`config.mk`:
```
export PLATFORM = sky130hd
export DESIGN_NAME = lpc_host_irq_enable
export DESIGN_NICKNAME = d
export VERILOG_FILES = /design/src/rtl/lpc_host_irq_enable.v
export VERILOG_INCLUDE_DIRS = /design/src /design/src/rtl
export SDC_FILE = /design/constraint.sdc
export NUM_CORES = 1
export LEC_CHECK = 0
export ABC_AREA = 1
export BUFFER_PORTS_ARGS = -buffer_cell sky130_fd_sc_hd__buf_4
export CORE_ASPECT_RATIO = 0.9
export CORE_MARGIN = 4
export CORE_UTILIZATION = 40
export CTS_CLUSTER_DIAMETER = 200
export DETAILED_ROUTE_END_ITERATION = 8
export GPL_TIMING_DRIVEN = 0
export PLACE_DENSITY = 0.69
export SYNTH_ARGS = -nofsm -noshare
export SYNTH_HDL_FRONTEND = slang
export SYNTH_SLANG_ARGS = --single-unit
```
`constraint.sdc`:
```
create_clock -name CLOCK -period 1.46 [get_ports CLOCK]
set_clock_uncertainty 0.2 [all_clocks]
set_input_delay 0.146 -clock CLOCK [delete_from_list [all_inputs] [get_ports CLOCK]]
set_output_delay 0.146 -clock CLOCK [all_outputs]
set_load 0.03 [all_outputs]
```
`src/rtl/lpc_irq_enable_defines.vh`:
```
// constants for the host interrupt enable block of data channels 2 and 3
// assumes an AXI4-Lite register port with 32-bit data and 8-bit offsets
`ifndef LPC_IRQ_ENABLE_DEFINES_VH
`define LPC_IRQ_ENABLE_DEFINES_VH

// ****************************************
// register byte offsets
// ****************************************
`define OFS_ENABLE 8'h00
`define OFS_CONTROL 8'h04
`define OFS_POLARITY 8'h08
`define OFS_STATE 8'h0C
`define OFS_EVENT 8'h10
`define OFS_EVENT_MASK 8'h14

// ****************************************
// enable register bit positions
// ****************************************
`define BIT_IRQ6_CH2 0
`define BIT_IRQ9_CH2 1
`define BIT_IRQ10_CH2 2
`define BIT_IRQ11_CH2 3
`define BIT_IRQ6_CH3 4
`define BIT_IRQ9_CH3 5

// ****************************************
// control, polarity, state and event fields
// ****************************************
`define BIT_DIRECT_CH2 0
`define BIT_DIRECT_CH3 1
`define BIT_POL_IRQ6 0
`define BIT_POL_IRQ9 1
`define BIT_POL_IRQ10 2
`define BIT_POL_IRQ11 3
`define BIT_STATE_OUT_BUFFER_FULL_CH2 0
`define BIT_STATE_OBF3 1
`define LSB_STATE_REQ 4
`define BIT_EV_OUT_BUFFER_FULL_CH2_SET 0
`define BIT_EV_OBF3_SET 1
`define BIT_EV_AUTO_CLR2 2
`define BIT_EV_AUTO_CLR3 3

// ****************************************
// reset values and bus answers
// ****************************************
`define RST_ENABLE 6'h00
`define RST_CONTROL 2'h0
`define RST_POLARITY 4'h0
`define RST_EVENT 4'h0
`define RST_EVENT_MASK 4'h0
`define RESP_OKAY 2'h0
`define RESP_SLVERR 2'h2

`endif

```
`src/rtl/lpc_host_irq_enable.v`:
```
// host interrupt enables of LPC data channels 2 and 3, with AXI4-Lite registers
// assumes output buffer full flags and reset pulses synchronous to CLOCK
//
// Behaviour
// - ch3 irq9 enable requests irq9 on buffer full
// - ch3 irq6 enable requests irq6 on buffer full
// - ch2 irq11 enable requests irq11 on buffer full
// - ch2 irq10 enable requests irq10 on buffer full
// - ch2 irq9 enable requests irq9 on buffer full
// - ch2 irq6 enable requests irq6 on buffer full
// - ch3 direct mode: enable alone requests
// - ch2 direct mode: enable alone requests
// - enable at zero blocks its request
// - enables cleared by write zero, lpc resets
// - ch3 buffer emptying clears ch3 enables, with ch3 direct mode off
// - ch2 buffer emptying clears ch2 enables, with ch2 direct mode off
// - enable sets only after reading zero
// - request needs enable and full, unless direct
// - polarity select inverts serial irq drive
//
// Local design decisions: the register addresses and the AXI4-Lite interface to the registers.
`timescale 1ns/1ps
`include "lpc_irq_enable_defines.vh"

module lpc_host_irq_enable #(
  parameter ADDR_WIDTH = 8
) (
  input wire CLOCK,
  input wire RESETN,
  // axi4-lite slave
  input wire [ADDR_WIDTH-1:0] S_AXI_AWADDR,
  input wire S_AXI_AWVALID,
  output wire S_AXI_AWREADY,
  input wire [31:0] S_AXI_WDATA,
  input wire [3:0] S_AXI_WSTRB,
  input wire S_AXI_WVALID,
  output wire S_AXI_WREADY,
  output reg [1:0] S_AXI_BRESP,
  output reg S_AXI_BVALID,
  input wire S_AXI_BREADY,
  input wire [ADDR_WIDTH-1:0] S_AXI_ARADDR,
  input wire S_AXI_ARVALID,
  output wire S_AXI_ARREADY,
  output reg [31:0] S_AXI_RDATA,
  output reg [1:0] S_AXI_RRESP,
  output reg S_AXI_RVALID,
  input wire S_AXI_RREADY,
  // channel flags and lpc resets
  input wire OUT_BUFFER_FULL_CH2,
  input wire OUT_BUFFER_FULL_CH3,
  input wire LPC_HW_RESET,
  input wire LPC_SW_RESET,
  // host interrupt requests
  output reg HOST_INTERRUPT_6,
  output reg HOST_INTERRUPT_9,
  output reg HOST_INTERRUPT_10,
  output reg HOST_INTERRUPT_11,
  // serial irq drive per request: 6, 9, 10, 11
  output reg [3:0] SERIAL_IRQ_O,
  output reg [3:0] SERIAL_IRQ_OE,
  output reg INTERRUPT
);

  // ****************************************
  // state
  // ****************************************
  reg [5:0] enable;
  reg [5:0] armed;
  reg [1:0] direct;
  reg [3:0] polarity;
  reg [3:0] event_status;
  reg [3:0] event_mask;
  reg out_buffer_full_ch2_q;
  reg obf3_q;
  reg aw_full;
  reg w_full;
  reg [ADDR_WIDTH-1:0] aw_addr;
  reg [31:0] w_data;
  reg [3:0] w_strb;

  // ****************************************
  // functions
  // ****************************************
  // true when the offset is one of the mapped words
  function mapped;
    input [ADDR_WIDTH-1:0] a;
    begin
      mapped = (a[7:0] == `OFS_ENABLE) || (a[7:0] == `OFS_CONTROL) ||
        (a[7:0] == `OFS_POLARITY) || (a[7:0] == `OFS_STATE) ||
        (a[7:0] == `OFS_EVENT) || (a[7:0] == `OFS_EVENT_MASK);
    end
  endfunction

  // gate of one enable: direct mode or buffer full
  function gate;
    input en;
    input dir;
    input obf;
    begin
      gate = en & (dir | obf);
    end
  endfunction

  // ****************************************
  // bus handshakes
  // ****************************************
  // a slot holds each write item until its partner arrives; no new item
  // is taken while a write answer waits for bready
  wire aw_take = S_AXI_AWVALID & ~aw_full & ~S_AXI_BVALID;
  wire w_take = S_AXI_WVALID & ~w_full & ~S_AXI_BVALID;
  wire ar_take = S_AXI_ARVALID & ~S_AXI_RVALID;
  wire do_write = aw_full & w_full & ~S_AXI_BVALID;
  wire wr_low = do_write & w_strb[0];
  wire [7:0] wb = w_data[7:0];

  assign S_AXI_AWREADY = ~aw_full & ~S_AXI_BVALID;
  assign S_AXI_WREADY = ~w_full & ~S_AXI_BVALID;
  assign S_AXI_ARREADY = ~S_AXI_RVALID;

  // write address and data are held until both are present
  always @(posedge CLOCK or negedge RESETN) begin
    if (!RESETN) begin
      aw_full <= 1'b0;
      w_full <= 1'b0;
      aw_addr <= {ADDR_WIDTH{1'b0}};
      w_data <= 32'h0000_0000;
      w_strb <= 4'h0;
      S_AXI_BVALID <= 1'b0;
      S_AXI_BRESP <= `RESP_OKAY;
    end else begin
      if (aw_take) begin
        aw_full <= 1'b1;
        aw_addr <= S_AXI_AWADDR;
      end
      if (w_take) begin
        w_full <= 1'b1;
        w_data <= S_AXI_WDATA;
        w_strb <= S_AXI_WSTRB;
      end
      if (do_write) begin
        aw_full <= 1'b0;
        w_full <= 1'b0;
        S_AXI_BVALID <= 1'b1;
        S_AXI_BRESP <= mapped(aw_addr) ? `RESP_OKAY : `RESP_SLVERR;
      end else if (S_AXI_BVALID && S_AXI_BREADY) begin
        S_AXI_BVALID <= 1'b0;
      end
    end
  end

  // ****************************************
  // write decode
  // ****************************************
  // one strobe per writable word; only the low byte carries fields, so a
  // write without its lowest strobe leaves every register alone
  wire wr_enable = wr_low & (aw_addr[7:0] == `OFS_ENABLE);
  wire wr_control = wr_low & (aw_addr[7:0] == `OFS_CONTROL);
  wire wr_polarity = wr_low & (aw_addr[7:0] == `OFS_POLARITY);
  wire wr_mask = wr_low & (aw_addr[7:0] == `OFS_EVENT_MASK);
  wire ev_write = wr_low & (aw_addr[7:0] == `OFS_EVENT);

  // ****************************************
  // buffer flag edges
  // ****************************************
  // the registered copies start low, the idle level of both flags, so no
  // false edge follows reset; auto clear only acts with direct mode off
  wire out_buffer_full_ch2_fall = out_buffer_full_ch2_q & ~OUT_BUFFER_FULL_CH2;
  wire obf3_fall = obf3_q & ~OUT_BUFFER_FULL_CH3;
  wire out_buffer_full_ch2_rise = ~out_buffer_full_ch2_q & OUT_BUFFER_FULL_CH2;
  wire obf3_rise = ~obf3_q & OUT_BUFFER_FULL_CH3;
  wire auto_clr2 = out_buffer_full_ch2_fall & ~direct[`BIT_DIRECT_CH2];
  wire auto_clr3 = obf3_fall & ~direct[`BIT_DIRECT_CH3];
  wire lpc_reset = LPC_HW_RESET | LPC_SW_RESET;

  // one-cycle history of each buffer full flag
  always @(posedge CLOCK or negedge RESETN) begin
    if (!RESETN) begin
      out_buffer_full_ch2_q <= 1'b0;
      obf3_q <= 1'b0;
    end else begin
      out_buffer_full_ch2_q <= OUT_BUFFER_FULL_CH2;
      obf3_q <= OUT_BUFFER_FULL_CH3;
    end
  end

  // ****************************************
  // enable bits
  // ****************************************
  wire en_read = ar_take & (S_AXI_ARADDR[7:0] == `OFS_ENABLE);
  reg [5:0] next_enable;
  reg [5:0] next_armed;

  // a read of the word arms every bit that reads zero; the next write of
  // the word may set only armed bits and disarms all of them, so a stale
  // read cannot set a bit later. clears are applied last: an lpc reset
  // beats a buffer-emptying clear, which beats a software write
  always @* begin
    next_enable = enable;
    next_armed = armed;
    if (en_read) begin
      next_armed = armed | ~enable;
    end
    if (wr_enable) begin
      next_enable = (enable | (wb[5:0] & armed)) & wb[5:0];
      next_armed = 6'h00;
    end
    if (auto_clr2) begin
      next_enable[3:0] = 4'h0;
    end
    if (auto_clr3) begin
      next_enable[5:4] = 2'h0;
    end
    if (lpc_reset) begin
      next_enable = `RST_ENABLE;
      next_armed = 6'h00;
    end
  end

  always @(posedge CLOCK or negedge RESETN) begin
    if (!RESETN) begin
      enable <= `RST_ENABLE;
      armed <= 6'h00;
    end else begin
      enable <= next_enable;
      armed <= next_armed;
    end
  end

  // ****************************************
  // control, polarity, events and mask
  // ****************************************
  wire [3:0] ev_set = {auto_clr3, auto_clr2, obf3_rise, out_buffer_full_ch2_rise};

  // status after this cycle's update: a new event wins over a write-one
  // clear in the same cycle, so an event is never lost to a late clear
  reg [3:0] next_event_status;
  always @* begin
    next_event_status = event_status;
    if (ev_write) begin
      next_event_status = event_status & ~wb[3:0];
    end
    next_event_status = next_event_status | ev_set;
  end

  always @(posedge CLOCK or negedge RESETN) begin
    if (!RESETN) begin
      direct <= `RST_CONTROL;
      polarity <= `RST_POLARITY;
      event_status <= `RST_EVENT;
      event_mask <= `RST_EVENT_MASK;
    end else begin
      if (wr_control) begin
        direct <= wb[1:0];
      end
      if (wr_polarity) begin
        polarity <= wb[3:0];
      end
      if (wr_mask) begin
        event_mask <= wb[3:0];
      end
      event_status <= next_event_status;
    end
  end

  // ****************************************
  // host requests
  // ****************************************
  wire out_buffer_full_ch2 = OUT_BUFFER_FULL_CH2;
  wire obf3 = OUT_BUFFER_FULL_CH3;
  wire dir2 = direct[`BIT_DIRECT_CH2];
  wire dir3 = direct[`BIT_DIRECT_CH3];
  // channel 3 has no irq10 or irq11 enable here, so those two requests
  // come from channel 2 alone; requests follow the flag level, not its edge
  wire req6 = gate(enable[`BIT_IRQ6_CH2], dir2, out_buffer_full_ch2) |
    gate(enable[`BIT_IRQ6_CH3], dir3, obf3);
  wire req9 = gate(enable[`BIT_IRQ9_CH2], dir2, out_buffer_full_ch2) |
    gate(enable[`BIT_IRQ9_CH3], dir3, obf3);
  wire req10 = gate(enable[`BIT_IRQ10_CH2], dir2, out_buffer_full_ch2);
  wire req11 = gate(enable[`BIT_IRQ11_CH2], dir2, out_buffer_full_ch2);
  wire [3:0] req = {req11, req10, req9, req6};

  // requests, serial drive and interrupt registered
  // the serial pins only ever pull low: the polarity bit picks whether a
  // pull means request set or request cleared
  always @(posedge CLOCK or negedge RESETN) begin
    if (!RESETN) begin
      HOST_INTERRUPT_6 <= 1'b0;
      HOST_INTERRUPT_9 <= 1'b0;
      HOST_INTERRUPT_10 <= 1'b0;
      HOST_INTERRUPT_11 <= 1'b0;
      SERIAL_IRQ_O <= 4'h0;
      SERIAL_IRQ_OE <= 4'h0;
      INTERRUPT <= 1'b0;
    end else begin
      HOST_INTERRUPT_6 <= req6;
      HOST_INTERRUPT_9 <= req9;
      HOST_INTERRUPT_10 <= req10;
      HOST_INTERRUPT_11 <= req11;
      SERIAL_IRQ_O <= 4'h0; // drive is always low
      SERIAL_IRQ_OE <= req ^ polarity;
      INTERRUPT <= |(next_event_status & event_mask);
    end
  end

  // ****************************************
  // read channel
  // ****************************************
  reg [31:0] rd_word;

  // read data mux; unmapped offsets read zero
  always @* begin
    rd_word = 32'h0000_0000;
    case (S_AXI_ARADDR[7:0])
      `OFS_ENABLE: rd_word[5:0] = enable;
      `OFS_CONTROL: rd_word[1:0] = direct;
      `OFS_POLARITY: rd_word[3:0] = polarity;
      `OFS_STATE: begin
        rd_word[`BIT_STATE_OUT_BUFFER_FULL_CH2] = out_buffer_full_ch2;
        rd_word[`BIT_STATE_OBF3] = obf3;
        rd_word[`LSB_STATE_REQ+3:`LSB_STATE_REQ] = {HOST_INTERRUPT_11,
          HOST_INTERRUPT_10, HOST_INTERRUPT_9, HOST_INTERRUPT_6};
      end
      `OFS_EVENT: rd_word[3:0] = event_status;
      `OFS_EVENT_MASK: rd_word[3:0] = event_mask;
      default: rd_word = 32'h0000_0000;
    endcase
  end

  // read answer one cycle after the address is taken
  always @(posedge CLOCK or negedge RESETN) begin
    if (!RESETN) begin
      S_AXI_RVALID <= 1'b0;
      S_AXI_RDATA <= 32'h0000_0000;
      S_AXI_RRESP <= `RESP_OKAY;
    end else begin
      if (ar_take) begin
        S_AXI_RVALID <= 1'b1;
        S_AXI_RDATA <= rd_word;
        S_AXI_RRESP <= mapped(S_AXI_ARADDR) ? `RESP_OKAY : `RESP_SLVERR;
      end else if (S_AXI_RVALID && S_AXI_RREADY) begin
        S_AXI_RVALID <= 1'b0;
      end
    end
  end

endmodule

```
==> qor.yml <==
status: "complete, but fails checks"
violations: "negative hold slack, negative setup slack"
syn_area_per_cell_um2: 8.96
fp.dieArea_um2: 9540
gr-total-overflow: 0
io_buffers: 57
synth_xor_area_share_pct: 1.09
m1WireLength_mm: 3.35
antenna_found_initial: 0
dp_hpwl_mm: 5.44
grt_usage_pct: 17.4
syn_area_um2: 3220
place_area_um2: 3940
htreeDepth: 3
worst_slew_pin_slew_ns: 0.828
numCtsBuffers: 9
rsz0062_at_grt: "true"
fin_crit_ns: 1.58
hold_start: "OUT_BUFFER_FULL_CH2"
p_leak_uw: 0.00233
synthArstFlopShare_pct: 100
power_density_nw_per_um2: 1350
start_util_pct: 41.8
synthAdderAreaFrac_pct: 0
seq_area_frac_synth_pct: 51.3
yosysWarnings: 0
die_w_um: 103
arrival_ns: 1.65
reg2reg_to: "enable[0]"
stdcell_area_um2: 4630
ios: 117
drc: 0
ant_nets: 0
ir_worst_vdd_mv: 0.885
coreArea_um2: 7690
cp-end-kind: "flop"
dr_wl_met3_um: 631
setup_viol: 23
hold_ws_ns: -0.230
reg2regPathDepth: 7
fp-row-count: 30
cts_max_path_buffers: 2
synth_edf_count: 0
cp_max_fo: 5
min_to: "out_buffer_full_ch2_q"
relSlewSlack_pct: 44.8
hold_violations: 4
ys_types: 29
maxSlewViolCount: 0
grt_start_max_net_pins: 67
nets: 555
rr_startpoint: "S_AXI_BVALID"
synth_top_family_by_area: "simple AND/OR/NAND/NOR gates"
synthCells: 359
fillers: 658
gp_congestion: 0.873
root_buffer: "clkbuf_8"
vias_per_cell: 4.53
die_h_um: 93.1
drtIter0Drc: 86
worstHoldPathCells: 1
grt_pass1_wl_mm: 12.9
synth_compound_area_share_pct: 7.70
mostFrequentLayoutCell: "buf_4"
clk_pin_slew_worst_paths_ns: 0.07
p_total_uw: 6260
route.met2.wl_mm: 3.84
cp-start-kind: "flop"
crit_type: "flop to flop"
wl_per_cell_um: 13.4
num_antenna_cells: 0
rrSetupSlack_ns: -0.12
fmaxAchievable_ghz: 0.634
setup_ws_ns: -0.117
vias: 2688
yosys.area_share.simple_pct: 24.3
synth_flop_cell: "dfrtp_1"
most-common-layout-cells: "buf_4 (92), nand2_1 (67), dfrtp_1 (61)"
cap_violations: 0
dr.pass1.iters: 4
hold_path_class: "input pin to flop"
period_share_pct: 108
worstSkewPairLatency_ns: 0.34
area_delta_synth_final_pct: 43.8
critPathRequiredTime_ns: 1.53
cts_tree: "built"
routed_wirelength_mm: 7.93
highest_layer: "met4"
cts_num_sinks: 66
drive_gt1_share_pct: 38.4
ys_seq_elements: 66
synthMuxAreaShare_pct: 2.80
preCtsSetupSlack_ns: -0.277
grt_pass1_vias: 2721
## through the flow
step                TNS (ns)  std cells  utilization, %
detailed placement     -3.21        541            51.3
CTS                    -1.12        590            58.5
finish                 -1.31        593            60.1
global placement       -2.65        541            51.3
global route           -3.47        593            60.1
floorplan              -1.82        388               -
## cell usage after synthesis (3+ instances only)
cell type / count / area, um2
nor3_2: 4 / 40.0
a21oi_1: 22 / 110
o21ai_0: 18 / 90.1
xor2_1: 4 / 35.0
inv_1: 39 / 146
nand2_2: 3 / 18.8
mux2_2: 8 / 90.1
nor2_1: 30 / 113
nand4_1: 3 / 18.8
buf_2: 3 / 15.0
nand3_1: 22 / 110
nand2_1: 78 / 293
buf_4: 30 / 225
dfrtp_1: 66 / 1650
inv_2: 5 / 18.8
o21ai_1: 4 / 20.0
nor2_4: 4 / 45.0
## metal layers
layer,vias up,global-route usage (%)
li1,1355,-
met1,1232,21.2
met2,90,29.0
met3,11,5.97
met4,0,5.03
met5,-,0
## kinds of logic (layout without fill, tap and decap cells)
kind of cell	after synthesis	count (layout)
and+or+nand+nor	155	157
buffers and inverters	77	184
DFF	66	66
muxes	8	8
xor gates and xnor gates	4	4
other	1	30
AOI/OAI and AO/OA	48	48
## power breakdown
part           total [uW]  leakage, uW  switching, uW  internal [uW]
Combinational        2150      0.00142           1250            898
Sequential           2620     0.000818            398           2220
Clock                1490    0.0000974            659            832
Total                6260      0.00233           2310           3950
## area by class of cell
| cell class | count | area [um2] | area share, % |
|---|---|---|---|
| multi-input cells | 247 | 1480 | 31.9 |
| clock inverters | 3 | 40.0 | 0.865 |
| plain buffers | 33 | 255 | 5.52 |
| well taps | 96 | 120 | 2.60 |
| inverters | 44 | 168 | 3.62 |
| clock buffers | 13 | 149 | 3.22 |
| flip-flops and latches | 66 | 1660 | 35.8 |
| repair buffers | 91 | 759 | 16.4 |
## repair_timing
action / 4_1_cts / 5_1_grt
cloned: 2 / 0
resized for setup: 18 / 35
pin swaps: 8 / 5
hold endpoints to repair: 104 / 5
setup buffers: 6 / 2
endpoints found under the setup margin: 26 / 42
hold buffers: 25 / 1
## state kept, by name, indices dropped and copies added, names as in the netlist, 2 cells and up
register and cells:
event_mask 4, w_data 6, S_AXI_RDATA 8, polarity 4, event_status 4, armed 6
aw_addr 8, direct 2, enable 6, SERIAL_IRQ_OE 4
## how the worst max path moves through the flow
stage	endpoint	depth (start not counted)	startpoint
finish	enable[0]	7	S_AXI_BVALID
global route	enable[1]	7	S_AXI_BVALID
CTS	polarity[3]	6	aw_addr[7]
detailed placement	enable[0]	6	S_AXI_BVALID
global placement	enable[0]	6	S_AXI_BVALID
floorplan	aw_addr[1]	4	S_AXI_BVALID
## worst max-delay path, cell delays in order, from the launching register on
cell     delay, ns
dfrtp_2       0.41
inv_2         0.07
nand3_4       0.12
nor2_8        0.19
nand4_4       0.19
nand2_4       0.13
nand2_1       0.05
a21oi_1       0.13
Power figures use the tool's default switching activity.
